**config.mk**
```make
export PLATFORM = sky130hd
export DESIGN_NAME = bio_ports
export DESIGN_NICKNAME = d
export VERILOG_FILES = /design/src/shared/bio_pkg.sv /design/src/rtl/bio_ports.sv
export SDC_FILE = /design/constraint.sdc
export NUM_CORES = 1
export LEC_CHECK = 0
export BUFFER_PORTS_ARGS = -buffer_cell sky130_fd_sc_hd__buf_2
export CORE_MARGIN = 3
export CORE_UTILIZATION = 49
export DETAILED_ROUTE_END_ITERATION = 12
export GPL_TIMING_DRIVEN = 0
export PLACE_DENSITY = 0.82
export SYNTH_ARGS = -nofsm -noshare
export SYNTH_HDL_FRONTEND = slang
export SYNTH_SLANG_ARGS = --single-unit
```
**constraint.sdc**
```tcl
create_clock -name core_clk -period 2.2 [get_ports core_clk]
set_input_delay 0.33 -clock core_clk [delete_from_list [all_inputs] [get_ports core_clk]]
set_output_delay 0.33 -clock core_clk [all_outputs]
set_load 0.02 [all_outputs]
```
**src/shared/bio_pkg.sv**
```systemverilog
// Purpose: constants for the bidirectional I/O port block
// Assumes: 32-bit Avalon-MM register window, word addressed by index * 4
// Notes:   port indices follow the printed file addresses
package bio_pkg;
  // ==========================================================
  // register indices and byte addresses
  localparam logic [7:0] FIRST_PORT_IDX   = 8'h05;
  localparam logic [7:0] SECOND_PORT_IDX  = 8'h06;
  localparam logic [7:0] THIRD_PORT_IDX   = 8'h07;
  localparam logic [7:0] DIR_LOAD_IDX     = 8'h08;
  localparam logic [7:0] DIR_SEL_IDX      = 8'h09;
  localparam logic [7:0] BIT_OP_IDX       = 8'h0A;
  localparam logic [9:0] FIRST_PORT_ADDR  = {FIRST_PORT_IDX, 2'b00};
  localparam logic [9:0] SECOND_PORT_ADDR = {SECOND_PORT_IDX, 2'b00};
  localparam logic [9:0] THIRD_PORT_ADDR  = {THIRD_PORT_IDX, 2'b00};
  localparam logic [9:0] DIR_LOAD_ADDR    = {DIR_LOAD_IDX, 2'b00};
  localparam logic [9:0] DIR_SEL_ADDR     = {DIR_SEL_IDX, 2'b00};
  localparam logic [9:0] BIT_OP_ADDR      = {BIT_OP_IDX, 2'b00};
  // ==========================================================
  // fields and reset values
  localparam logic [7:0] DIR_RESET        = 8'hFF;
  localparam logic [7:0] FIRST_PORT_MASK  = 8'h0F;
  localparam int         BIT_OP_SET_POS   = 3;
  localparam int         BIT_OP_PORT_LSB  = 4;
  localparam logic [31:0] UNMAPPED_READ   = 32'h0000_0000;
  // ==========================================================
  // bus answer state machine
  typedef enum logic [1:0] {
    BIO_IDLE   = 2'b00,
    BIO_SAMPLE = 2'b01,
    BIO_ANSWER = 2'b11
  } bio_state_type;
endpackage

```
**src/rtl/bio_ports.sv**
```systemverilog
// Purpose: three bidirectional general purpose I/O ports behind Avalon-MM
// Assumes: pins synchronous to core_clk; one access at a time
// Notes:
// Contract
// - second port is eight bits, one data latch and one pin per bit.
// - third port is I/O when present, otherwise a plain storage register.
// - direction load copies the working value into the named direction register.
// - direction bit 1 releases the pin; 0 drives it from the data latch.
// - port reads return pin levels, not the data latches, except an absent third port, which reads its latch.
// - direction registers are unreadable and set to all ones on reset.
// - data latches keep their contents across reset; undefined at power-on.
// - first port has pins three to zero only; others read zero.
// - data latch holds its value until software writes it again.
// - every pin direction is set independently of its neighbours.
// - bit set or clear reads pins, changes one bit, writes that port's latches.
// - writes land at cycle end; reads sample pins at cycle start.
// - first port upper four bits are unimplemented and read zero.
`timescale 1ns/1ps
module bio_ports #(
  parameter bit HAS_THIRD_PORT = 1'b1
) (
  input  wire logic        core_clk,
  input  wire logic        nrst,
  input  wire logic [9:0]  avs_address,
  input  wire logic        avs_read,
  input  wire logic        avs_write,
  input  wire logic [31:0] avs_writedata,
  input  wire logic [3:0]  avs_byteenable,
  output logic [31:0]      avs_readdata,
  output logic             avs_waitrequest,
  input  wire logic [3:0]  first_port_in,
  output logic [3:0]       first_port_out,
  output logic [3:0]       first_port_oe,
  input  wire logic [7:0]  second_port_in,
  output logic [7:0]       second_port_out,
  output logic [7:0]       second_port_oe,
  input  wire logic [7:0]  third_port_in,
  output logic [7:0]       third_port_out,
  output logic [7:0]       third_port_oe
);
  import bio_pkg::*;

  // ==========================================================
  // state
  bio_state_type state_reg;
  logic [3:0]    first_latch_reg;
  logic [7:0]    second_latch_reg;
  logic [7:0]    third_latch_reg;
  logic [3:0]    first_dir_reg;
  logic [7:0]    second_dir_reg;
  logic [7:0]    third_dir_reg;
  logic [1:0]    dir_sel_reg;
  logic [7:0]    pin_sample_reg;
  logic [31:0]   readdata_next;
  logic [7:0]    bit_op_next;
  logic          lane0;
  logic [2:0]    op_bit;
  logic [1:0]    op_port;
  logic          op_set;

  assign lane0   = avs_byteenable[0];
  assign op_bit  = avs_writedata[2:0];
  assign op_set  = avs_writedata[BIT_OP_SET_POS];
  assign op_port = avs_writedata[BIT_OP_PORT_LSB +: 2];

  // ==========================================================
  // bus sequencing: idle, sample pins at cycle start, answer at end
  always_ff @(posedge core_clk)
  begin
    if (!nrst)
      state_reg <= BIO_IDLE;
    else
      unique case (state_reg)
        BIO_IDLE:   if (avs_read || avs_write) state_reg <= BIO_SAMPLE;
        BIO_SAMPLE: state_reg <= BIO_ANSWER;
        BIO_ANSWER: state_reg <= BIO_IDLE;
      endcase
  end

  // pin levels taken at the start of the access cycle
  always_ff @(posedge core_clk)
  begin
    if (!nrst)
      pin_sample_reg <= 8'h00;
    else if (state_reg == BIO_IDLE && (avs_read || avs_write))
    begin
      unique case (avs_address)
        FIRST_PORT_ADDR:  pin_sample_reg <= {4'h0, first_port_in};
        SECOND_PORT_ADDR: pin_sample_reg <= second_port_in;
        THIRD_PORT_ADDR:  pin_sample_reg <= HAS_THIRD_PORT ? third_port_in
                                                           : third_latch_reg;
        BIT_OP_ADDR:
          unique case (avs_writedata[BIT_OP_PORT_LSB +: 2])
            2'd0:    pin_sample_reg <= {4'h0, first_port_in};
            2'd1:    pin_sample_reg <= second_port_in;
            default: pin_sample_reg <= HAS_THIRD_PORT ? third_port_in
                                                      : third_latch_reg;
          endcase
        default:   pin_sample_reg <= 8'h00;
      endcase
    end
  end

  // one bit changed in the sampled port value
  always_comb
  begin
    bit_op_next = pin_sample_reg;
    bit_op_next[op_bit] = op_set;
  end

  // answer and waitrequest registered so outputs come from flip-flops
  always_comb
  begin
    readdata_next = UNMAPPED_READ;
    unique case (avs_address)
      FIRST_PORT_ADDR, SECOND_PORT_ADDR, THIRD_PORT_ADDR:
        readdata_next = {24'h000000, pin_sample_reg};
      DIR_SEL_ADDR:
        readdata_next = {30'h0, dir_sel_reg};
      default:
        readdata_next = UNMAPPED_READ; // direction load reads zero
    endcase
  end

  always_ff @(posedge core_clk)
  begin
    if (!nrst)
    begin
      avs_readdata    <= 32'h0000_0000;
      avs_waitrequest <= 1'b1;
    end
    else
    begin
      avs_waitrequest <= !(state_reg == BIO_SAMPLE);
      avs_readdata    <= (state_reg == BIO_SAMPLE && avs_read) ? readdata_next
                                                                : 32'h0000_0000;
    end
  end

  // write at end of access: the edge where waitrequest is seen low
  logic wr_fire;
  assign wr_fire = (state_reg == BIO_ANSWER) && avs_write && lane0;

  // ==========================================================
  // data latches: no reset term, kept across every reset
  always_ff @(posedge core_clk)
  begin
    if (wr_fire)
    begin
      unique case (avs_address)
        FIRST_PORT_ADDR:  first_latch_reg  <= avs_writedata[3:0];
        SECOND_PORT_ADDR: second_latch_reg <= avs_writedata[7:0];
        THIRD_PORT_ADDR:  third_latch_reg  <= avs_writedata[7:0];
        BIT_OP_ADDR:
          unique case (op_port)
            2'd0:    first_latch_reg  <= bit_op_next[3:0];
            2'd1:    second_latch_reg <= bit_op_next;
            2'd2:    third_latch_reg  <= bit_op_next;
            default: ;
          endcase
        default: ;
      endcase
    end
  end

  // port selector for the direction load
  always_ff @(posedge core_clk)
  begin
    if (!nrst)
      dir_sel_reg <= 2'd1;
    else if (wr_fire && avs_address == DIR_SEL_ADDR)
      dir_sel_reg <= avs_writedata[1:0];
  end

  // direction registers, all ones on reset, write-only
  always_ff @(posedge core_clk)
  begin
    if (!nrst)
    begin
      first_dir_reg  <= DIR_RESET[3:0];
      second_dir_reg <= DIR_RESET;
      third_dir_reg  <= DIR_RESET;
    end
    else if (wr_fire && avs_address == DIR_LOAD_ADDR)
    begin
      unique case (dir_sel_reg)
        2'd0: first_dir_reg  <= avs_writedata[3:0];
        2'd1: second_dir_reg <= avs_writedata[7:0];
        2'd2: if (HAS_THIRD_PORT) third_dir_reg <= avs_writedata[7:0];
        default: ; // no such port
      endcase
    end
  end

  // ==========================================================
  // pin drivers: enable high while driving, direction 0 drives
  always_ff @(posedge core_clk)
  begin
    if (!nrst)
    begin
      first_port_oe  <= 4'h0;
      second_port_oe <= 8'h00;
      third_port_oe  <= 8'h00;
      first_port_out  <= 4'h0;
      second_port_out <= 8'h00;
      third_port_out  <= 8'h00;
    end
    else
    begin
      first_port_oe   <= ~first_dir_reg;
      second_port_oe  <= ~second_dir_reg;
      third_port_oe   <= HAS_THIRD_PORT ? ~third_dir_reg : 8'h00;
      first_port_out  <= first_latch_reg;
      second_port_out <= second_latch_reg;
      third_port_out  <= HAS_THIRD_PORT ? third_latch_reg : 8'h00;
    end
  end

  // ==========================================================
  // checks
  bus_answer_a: assert property (@(posedge core_clk) disable iff (!nrst)
    (state_reg == BIO_IDLE && (avs_read || avs_write)) |=> ##1 !avs_waitrequest)
    else $error("answer not two cycles after request");
  dir_reset_a: assert property (@(posedge core_clk)
    !nrst |=> (second_dir_reg == DIR_RESET && first_dir_reg == 4'hF))
    else $error("direction not all ones after reset");
  drive_follow_a: assert property (@(posedge core_clk) disable iff (!nrst)
    ##1 (second_port_oe == ~$past(second_dir_reg)))
    else $error("output enable does not follow direction");
  latch_hold_a: assert property (@(posedge core_clk) disable iff (!nrst)
    !wr_fire |=> $stable(second_latch_reg))
    else $error("latch changed without write");
  pin_read_a: assert property (@(posedge core_clk) disable iff (!nrst)
    (state_reg == BIO_IDLE && avs_read && avs_address == SECOND_PORT_ADDR)
    ##2 avs_read |-> avs_readdata[7:0] == $past(second_port_in, 2))
    else $error("read does not return sampled pins");
  upper_zero_a: assert property (@(posedge core_clk) disable iff (!nrst)
    (state_reg == BIO_SAMPLE && avs_address == FIRST_PORT_ADDR) |=>
    avs_readdata[31:4] == 28'h0)
    else $error("first port upper bits not zero");
  bit_op_a: assert property (@(posedge core_clk) disable iff (!nrst)
    (wr_fire && avs_address == BIT_OP_ADDR && op_port == 2'd1) |=>
    second_latch_reg[$past(op_bit)] == $past(op_set))
    else $error("bit operation wrong");
  absent_port_a: assert property (@(posedge core_clk) disable iff (!nrst)
    (wr_fire && avs_address == DIR_LOAD_ADDR && dir_sel_reg == 2'd3) |=>
    $stable(first_dir_reg) && $stable(second_dir_reg) && $stable(third_dir_reg))
    else $error("absent port direction load changed state");
  dir_load_a: assert property (@(posedge core_clk) disable iff (!nrst)
    (wr_fire && avs_address == DIR_LOAD_ADDR && dir_sel_reg == 2'd1) |=>
    second_dir_reg == $past(avs_writedata[7:0]))
    else $error("direction load did not copy value");

  // ==========================================================
  // further checks on drivers, bus answer, direction registers and latches

  // first port enables track its direction bits
  first_oe_follow_a: assert property (@(posedge core_clk) disable iff (!nrst)
    ##1 (first_port_oe == ~$past(first_dir_reg)))
    else $error("first port enable does not follow direction");

  // third port enables track direction, or stay off when absent
  third_oe_follow_a: assert property (@(posedge core_clk) disable iff (!nrst)
    ##1 (third_port_oe == (HAS_THIRD_PORT ? ~$past(third_dir_reg) : 8'h00)))
    else $error("third port enable does not follow direction");

  // no answer while the sequencer is idle
  wait_idle_a: assert property (@(posedge core_clk) disable iff (!nrst)
    (state_reg == BIO_IDLE) |-> avs_waitrequest)
    else $error("waitrequest low while idle");

  // waitrequest low for exactly one cycle
  wait_once_a: assert property (@(posedge core_clk) disable iff (!nrst)
    !avs_waitrequest |=> avs_waitrequest)
    else $error("waitrequest low for more than one cycle");

  // read data zero outside the answer cycle
  read_quiet_a: assert property (@(posedge core_clk) disable iff (!nrst)
    avs_waitrequest |-> avs_readdata == 32'h0000_0000)
    else $error("read data not zero outside answer");

  // a request in idle moves on to the sampling step
  seq_sample_a: assert property (@(posedge core_clk) disable iff (!nrst)
    (state_reg == BIO_IDLE && (avs_read || avs_write)) |=> state_reg == BIO_SAMPLE)
    else $error("request did not start sampling");

  // answer step always returns to idle
  seq_idle_a: assert property (@(posedge core_clk) disable iff (!nrst)
    (state_reg == BIO_ANSWER) |=> state_reg == BIO_IDLE)
    else $error("answer did not return to idle");

  // direction load address never reveals a direction value
  dir_unread_a: assert property (@(posedge core_clk) disable iff (!nrst)
    (state_reg == BIO_ANSWER && avs_read && avs_address == DIR_LOAD_ADDR) |->
    avs_readdata == 32'h0000_0000)
    else $error("direction register readable");

  // first port upper bits read as zero in the answer
  first_upper_a: assert property (@(posedge core_clk) disable iff (!nrst)
    (state_reg == BIO_ANSWER && avs_read && avs_address == FIRST_PORT_ADDR) |->
    avs_readdata[31:4] == 28'h0)
    else $error("first port upper bits not zero in answer");

  // first port read returns pins from the request edge
  first_read_a: assert property (@(posedge core_clk) disable iff (!nrst)
    (state_reg == BIO_IDLE && avs_read && avs_address == FIRST_PORT_ADDR)
    ##2 avs_read |-> avs_readdata[3:0] == $past(first_port_in, 2))
    else $error("first port read does not return pins");

  // third port read returns pins, or the latch when absent
  third_read_a: assert property (@(posedge core_clk) disable iff (!nrst)
    (state_reg == BIO_IDLE && avs_read && avs_address == THIRD_PORT_ADDR)
    ##2 avs_read |-> avs_readdata[7:0] ==
    $past(HAS_THIRD_PORT ? third_port_in : third_latch_reg, 2))
    else $error("third port read wrong");

  // port selector comes out of reset on the second port
  dir_sel_reset_a: assert property (@(posedge core_clk)
    !nrst |=> dir_sel_reg == 2'd1)
    else $error("port selector wrong after reset");

  // first port load leaves the other directions alone
  first_dir_load_a: assert property (@(posedge core_clk) disable iff (!nrst)
    (wr_fire && avs_address == DIR_LOAD_ADDR && dir_sel_reg == 2'd0) |=>
    first_dir_reg == $past(avs_writedata[3:0]) && $stable(second_dir_reg)
    && $stable(third_dir_reg))
    else $error("first port direction load wrong");

  // third port load only when the port exists
  third_dir_load_a: assert property (@(posedge core_clk) disable iff (!nrst)
    (wr_fire && avs_address == DIR_LOAD_ADDR && dir_sel_reg == 2'd2) |=>
    third_dir_reg == (HAS_THIRD_PORT ? $past(avs_writedata[7:0]) : $past(third_dir_reg)))
    else $error("third port direction load wrong");

  // reads never disturb a data latch
  read_keep_a: assert property (@(posedge core_clk) disable iff (!nrst)
    (state_reg == BIO_ANSWER && avs_read) |=>
    $stable(first_latch_reg) && $stable(second_latch_reg) && $stable(third_latch_reg))
    else $error("read changed a data latch");

  // writes without byte lane zero are refused
  lane_refuse_a: assert property (@(posedge core_clk) disable iff (!nrst)
    (state_reg == BIO_ANSWER && avs_write && !lane0) |=>
    $stable(first_latch_reg) && $stable(second_latch_reg) && $stable(third_latch_reg))
    else $error("write without lane zero changed a latch");

  // bit operation on the first port gives the named bit the set or clear value
  first_bit_op_a: assert property (@(posedge core_clk) disable iff (!nrst)
    (wr_fire && avs_address == BIT_OP_ADDR && op_port == 2'd0) |=>
    first_latch_reg[$past(op_bit[1:0])] == $past(op_set))
    else $error("first port bit operation wrong");

  // bit operation on the third port gives the named bit the set or clear value
  third_bit_op_a: assert property (@(posedge core_clk) disable iff (!nrst)
    (wr_fire && avs_address == BIT_OP_ADDR && op_port == 2'd2) |=>
    third_latch_reg[$past(op_bit)] == $past(op_set))
    else $error("third port bit operation wrong");

endmodule

```
==> metrics.md, run 1 <==
| Metric | Value |
|---|---|
| Worst-path clk slew | approximately 0.090 ns |
| Number of warning messages in the yosys log | 0 |
| Num CTS Buffers | 9 |
| Initial antenna violation count | 0 |
| Clock Power Share | 0.386 |
| Clk_lat worst skew | roughly 0.36 ns |
| Area grow syn2layout | 22.6% |
| CP Capture Type | register |
| Diodes inserted | 0 |
| Slew margin rel. | 0.542 |
| Hold WC Path Type | input pin to register |
| Clock sink total | 101 |
| Seq/Total Area, Yosys | 0.554 |
| GP Congestion | 0.843 |
| Die width | between 90 and 100 um |
| VDD IR max | around 0.40 mV |
| Post-synth top area share | 0.404 |
| Initial core utilization | 0.511 |
| Synthesized area | approximately 4000 um2 |
| Core area | 7850 um2 |
| Leak | ~2.1 nW |
| Fin crit share | 0.901 |
| First-pass GRT wire length | approximately 13000 um |
| Dpl hpwl | between 6000 and 7000 um |
| Crit start category | input pin |
| Die area | roughly 9300 um2 |
| Crit path largest cell delay | roughly 0.47 ns |
| Total negative setup slack | 0 ns |
| Buffers on Ports | just under 90 |
| CTS root buf | clkbuf_8 |
| Initial detailed-routing violation count | approximately 220 |
| Wire per inst | ~14 um |
| TritonRoute pass-1 iters | 4 |
| Outcome | finished clean |
| Syn Area/Cell | between 10 and 15 um2 |
| Fmax | 0.505 GHz |
| GRT Total Usage | 0.183 |
| Top delay family on crit path | simple AND/OR/NAND/NOR gates |
| Post-route ant nets | 0 |
| Critical path required time | around 2.2 ns |
| Final net count | 569 |
| CP max-delay cell | nor4_2 |
| Residual DRC count | 0 |
| Top FF cell, synth | dfxtp_1 |
| Synth top area cells | dfxtp_1 (40%), edfxtp_1 (15%), mux2i_1 (8.0%), nor2b_1 (5.0%), buf_4 (4.9%) |
| Vias per cell | about 5.0 |
| Final setup vio count | 0 |
| Unique masters post-synth | 45 |
| Crit-path max FO | 8 |
| Pin count of the biggest net entering global routing | 17 |
| Buf/Inv on CP | 1 |
| PD cells | about 730 nW/um2 |
| MaxCap Viol Count | 0 |
| Worst slack, placed | -0.429 ns |
| GRT overflow | 0 |
| Post-Syn Instances | 378 |
| Critical path arrival | between 1.5 and 2 ns |
| Hold WS | ~0.25 ns |
| Htree depth | 3 |
| NetSw | 0.779 mW |
| Worst slew pin tran | between 0.6 and 0.7 ns |
| Post-synth ARST share | 0 |
| Vias in the first global route | around 2800 |
| Worst Skew | between 0.008 and 0.009 ns |
| Tmin final | just under 2 ns |
| Reg power frac | 0.531 |
| Setup CP Type | input pin to register |
| Synthesis-stage register bit count | 101 |
| Share of post-route cells with drive strength above 1 | 0.288 |
| CP Cell Sequence | buf_2, nor4_2, nand4b_1, nor2_1, nand2_1, a21oi_2 |
| Post-synth EDFFs | 20 |
| CTS Buffer Depth | 2 |
| Pint | ~2.8 mW |
| RSZ-0062 raised after global routing | no |
| Sw Share | 0.218 |
| Min setup slack post-route | roughly 0.22 ns |
| Part of the power in combinational logic | 0.083 |
| CTS tree | done |
| Final hold viol count | 0 |
| Drt total wl | ~8300 um |
| Row cnt | 32 |
| Final Max Slew Viols | 0 |
| Via Count | ~3000 |
| Area leader, netlist | dfxtp_1 |
| Die Y | slightly below 100 um |
| Ports | 143 |
==> worst paths after layout <==
check / startpoint / end / slack, ns / cells after the start
worst min register to register: first_dir_reg[0]$_SDFFE_PN1P_ / first_port_oe[0]$_SDFF_PN0_ / 0.40 / 1
worst max register to register: state_reg[0]$_SDFFE_PN0P_ / third_dir_reg[3]$_SDFFE_PN1P_ / 0.44 / 6
worst min-delay path: avs_writedata[7] / third_dir_reg[7]$_SDFFE_PN1P_ / 0.25 / 3
worst max-delay path: avs_address[1] / third_latch_reg[1]$_DFFE_PP_ / 0.22 / 6
==> logic make-up after synthesis <==
group / count (synthesis) / share of synthesized area
AOI/OAI and AO/OA: 52 / 0.0795
DFF: 101 / 0.554
and+or+nand+nor: 140 / 0.200
other: 1 / 0.000935
buffers and inverters: 47 / 0.0708
muxes: 37 / 0.0948
==> repair_timing <==
item | 4_1_cts | 5_1_grt
gates resized for setup | 1 | 1
hold buffers | 0 | 0
buffers inserted | 0 | 0
endpoints found under the setup margin | 8 | 8
==> worst register-to-register path, cell delays in order (launching register included) <==
cell and delay (ns):
dfxtp_1 0.41, and4_1 0.26, nand4_1 0.23, nor3b_2 0.26, buf_6 0.18, mux2i_1 0.23
nand2_1 0.07
==> Yosys cell counts (9+ instances only) <==
cell type	count
o21ai_1	15
a22oi_1	10
nor2b_1	32
nor2_1	15
and2_1	27
clkbuf_1	13
dfxtp_1	81
nand2_1	36
edfxtp_1	20
a21oi_1	9
mux2i_1	32
buf_4	26
==> per-stage QoR <==
stage          std cells  instance area, um2  power, mW  utilization
6_report             606                4920       3.58        0.626
5_1_grt              606                4920       3.70        0.626
4_1_cts              606                4910       3.59        0.626
3_5_place_dp         590                4660       2.24        0.594
3_3_place_gp         590                4660       2.23        0.594
2_1_floorplan        401                4100       2.14            -
==> cells in the final DEF, fill, tap and decap left out, types with 4 or more instances in the layout <==
| cell | instances |
|---|---|
| a21oi_1 | 8 |
| mux2i_1 | 32 |
| clkbuf_1 | 13 |
| nand3_1 | 5 |
| clkbuf_8 | 10 |
| o21ai_1 | 15 |
| nand2_1 | 36 |
| buf_4 | 26 |
| dfxtp_1 | 81 |
| buf_2 | 89 |
| inv_1 | 4 |
| nor2_1 | 15 |
| o21ai_0 | 7 |
| o22a_1 | 4 |
| mux2_2 | 4 |
| nor2b_1 | 32 |
| and2_1 | 27 |
| conb_1 | 24 |
| edfxtp_1 | 20 |
| a22oi_1 | 10 |
==> power groups by stage <==
| stage | registers, mW | logic (mW) | clock network, mW |
|---|---|---|---|
| floorplan | 1.96 | 0.182 | 0 |
| global placement | 1.95 | 0.284 | 0 |
| detailed placement | 1.95 | 0.291 | 0 |
| CTS | 1.90 | 0.292 | 1.40 |
| global route | 1.91 | 0.322 | 1.47 |
| finish | 1.90 | 0.296 | 1.38 |
==> final cells by class <==
type	count	area (um2)
fill	658	2930
sequential	101	2220
multi-input combinational	253	1600
timing repair buffer	87	435
buffer	43	269
clock buffer	10	138
tap	102	128
clock inverter	6	109
inverter	4	15.0
==> routing by layer <==
metal | wire (um) | vias to the layer above | track usage
met1 | 3410 | 1399 | 0.212
met2 | 4090 | 109 | 0.318
met4 | 174 | 0 | 0.0864
met3 | 646 | 13 | 0.0442
li1 | - | 1486 | -
met5 | 0 | - | 0
Power figures use the tool's default switching activity.
==> inputs of run 2 (changes only) <==
- CORE_UTILIZATION: 49 -> 45
- PLACE_DENSITY: 0.82 -> 0.76
==> run 2 against run 1 <==
  * Global-route usage down 0.93 points
  * Sequential cell count stayed put
  * Critical path depth fell by 1
  * Clock skew increased by 0.00091 ns
  * First-iteration DRC count fell by 4.9%
  * Sequential power barely moved
  * Critical path type unchanged
  * Highest routed layer unchanged
==> metrics.md, run 2 (synthesis gave the netlist of run 1 again) <==
| Metric | Value |
|---|---|
| Pin count of the biggest net entering global routing | 18 (+1) |
| Die width | 100 um (+4.1%) |
| Worst Skew | 0.00990 ns (+0.000913 ns) |
| MaxCap Viol Count | 0 (unchanged) |
| Fillers | 754 (+15%) |
| Fin crit share | 0.874 (-0.0266) |
| Clock sink total | 101 (unchanged) |
| GRT overflow | 0 (unchanged) |
| Buffers on Ports | 87 (unchanged) |
| Total negative setup slack | 0 ns (unchanged) |
| Reg2reg start | state_reg[0]$_SDFFE_PN0P_ |
| Core area | 8420 um2 (+7.3%) |
| CP Capture Type | register |
| Die area | 10100 um2 (+8.3%) |
| CTS root buf | clkbuf_8 |
| VDD IR max | 0.318 mV (-21%) |
| Crit-path max FO | 10 (+2) |
| Final hold viol count | 0 (unchanged) |
| Final net count | 569 (unchanged) |
| Setup CP Type | input pin to register |
| Critical path arrival | 1.91 ns (-0.07 ns) |
| TritonRoute pass-1 iters | 4 (unchanged) |
| Vias in the first global route | 2866 (+2.7%) |
| Residual DRC count | 0 (unchanged) |
| Area grow syn2layout | 21.5% |
| Diodes inserted | 0 (unchanged) |
| Most common cell after layout, fill and taps aside | buf_2 |
| Wire per inst | 13.7 um (-0.15%) |
| Post-CTS Setup Bufs | 0 (unchanged) |
| Num CTS Buffers | 9 (unchanged) |
| Min setup slack post-route | 0.277 ns (+0.0585 ns) |
| Clk_lat worst skew | 0.35 ns (about the same) |
| Htree depth | 3 (unchanged) |
| Hold WC Path Type | input pin to register |
| FF+latch area | 2220 um2 (unchanged) |
| Critical path required time | 2.18 ns (-0.02 ns) |
| Dpl hpwl | 6520 um (+1.9%) |
| Worst slack, placed | -0.499 ns (-0.0695 ns) |
| Number of hold buffers added after CTS | 0 (unchanged) |
| Resized cells post-CTS | 2 (+1) |
| Crit start category | input pin |
| Reg2Reg Depth | 6 (unchanged) |
| Ports | 143 (unchanged) |
| Leak | 2.06 nW (-1.2%) |
| Placed inst area | 4660 um2 (about the same) |
| Pwr Total | 3.30 mW (-7.8%) |
| R2R Setup Slk | 0.49 ns (+0.05 ns) |
| Initial detailed-routing violation count | 212 (-4.9%) |
| PD cells | 678 nW/um2 (-7.0%) |
| Final Max Slew Viols | 0 (unchanged) |
| CTS Buffer Depth | 2 (unchanged) |
| Design area | 4870 um2 (-0.84%) |
| Drt total wl | 8350 um (+0.35%) |
| Die Y | 100 um (+4.1%) |
| Worst slew pin tran | 0.753 ns (+0.0702 ns) |
| Hold Crit Depth | 3 (unchanged) |
| HP Start | avs_writedata[7] |
| Initial core utilization | 0.476 (-0.0349) |
| Post-route ant nets | 0 (unchanged) |
| Worst-path clk slew | 0.09 ns (about the same) |
| First-pass GRT wire length | 13800 um (+7.3%) |
| Share of post-route cells with drive strength above 1 | 0.286 (-0.00198) |
| GP Congestion | 0.802 (-4.9%) |
| Outcome | finished clean |
| Hold Path End | third_dir_reg[7]$_SDFFE_PN1P_ |
| Row cnt | 33 (+3.1%) |
| R2R Path End | third_dir_reg[6]$_SDFFE_PN1P_ |
| Vias per cell | 4.78 (-3.6%) |
| Layout Utilization | 0.579 (-0.0477) |
| Fmax | 0.520 GHz (+3.0%) |
| GRT Total Usage | 0.174 (-0.00926) |
| Commonest non-fill, non-tap cells in the layout | buf_2 (89), dfxtp_1 (81), nand2_1 (36) |
| Initial antenna violation count | 0 (unchanged) |
| RSZ-0062 raised after global routing | no |
| Tmin final | 1.92 ns (-0.0585 ns) |
| Via Count | 2914 (-3.1%) |
| Multi-input logic area | 1610 um2 (+0.47%) |
| Slew margin rel. | 0.495 (-0.0470) |
| CTS tree | done |
| Final setup vio count | 0 (unchanged) |
## run 2: cell types whose count changed in the layout (fill, tap and decap cells not counted), sizes merged
cell    before  now
bufinv       3    0
clkbuf      23   25
inv          5    6
## run 2: cell type report
class	instances	area share
Sequential cell	101	0.456
Multi-Input combinational cell	253	0.330
Timing Repair Buffer	87	0.0893
Buffer	43	0.0552
Clock buffer	12	0.0341
Tap cell	105	0.0270
Clock inverter	4	0.00565
Inverter	4	0.00308
## run 2: how the worst max path moves through the flow
stage	start	endpoint
after floorplan	avs_writedata[4]	second_latch_reg[0]$_DFFE_PP_
final	avs_writedata[4]	second_latch_reg[2]$_DFFE_PP_
after global routing	avs_address[1]	third_latch_reg[2]$_DFFE_PP_
after global placement	avs_address[1]	third_latch_reg[2]$_DFFE_PP_
after detailed placement	avs_writedata[4]	second_latch_reg[2]$_DFFE_PP_
after CTS	avs_address[1]	third_latch_reg[2]$_DFFE_PP_
## run 2: per-stage QoR
step	instances	hold slack, ns
4_1_cts	609	0.240
3_3_place_gp	593	0.387
5_1_grt	609	0.246
3_5_place_dp	593	0.384
2_1_floorplan	401	0.378
6_report	609	0.260
## run 2: power breakdown
part / total [mW] / internal [mW] / switching (mW)
combinational: 0.296 / 0.120 / 0.176
sequential: 1.90 / 1.90 / 0.00604
clock: 1.11 / 0.516 / 0.589
## run 2: worst max-delay path: stages
cell     delay, ns
buf_2         0.27
nor2b_1       0.40
and3b_1       0.20
o21ai_0       0.09
nor3_2        0.60
## run 2: metal layers
layer / vias to the layer above / wire length, um / part of all wire / track usage
li1: 1494 / - / - / -
met1: 1316 / 3640 / 0.44 / 0.222
met2: 96 / 4120 / 0.49 / 0.292
met3: 8 / 501 / 0.060 / 0.0389
met4: 0 / 87 / 0.010 / 0.0591
met5: - / 0 / 0 / 0
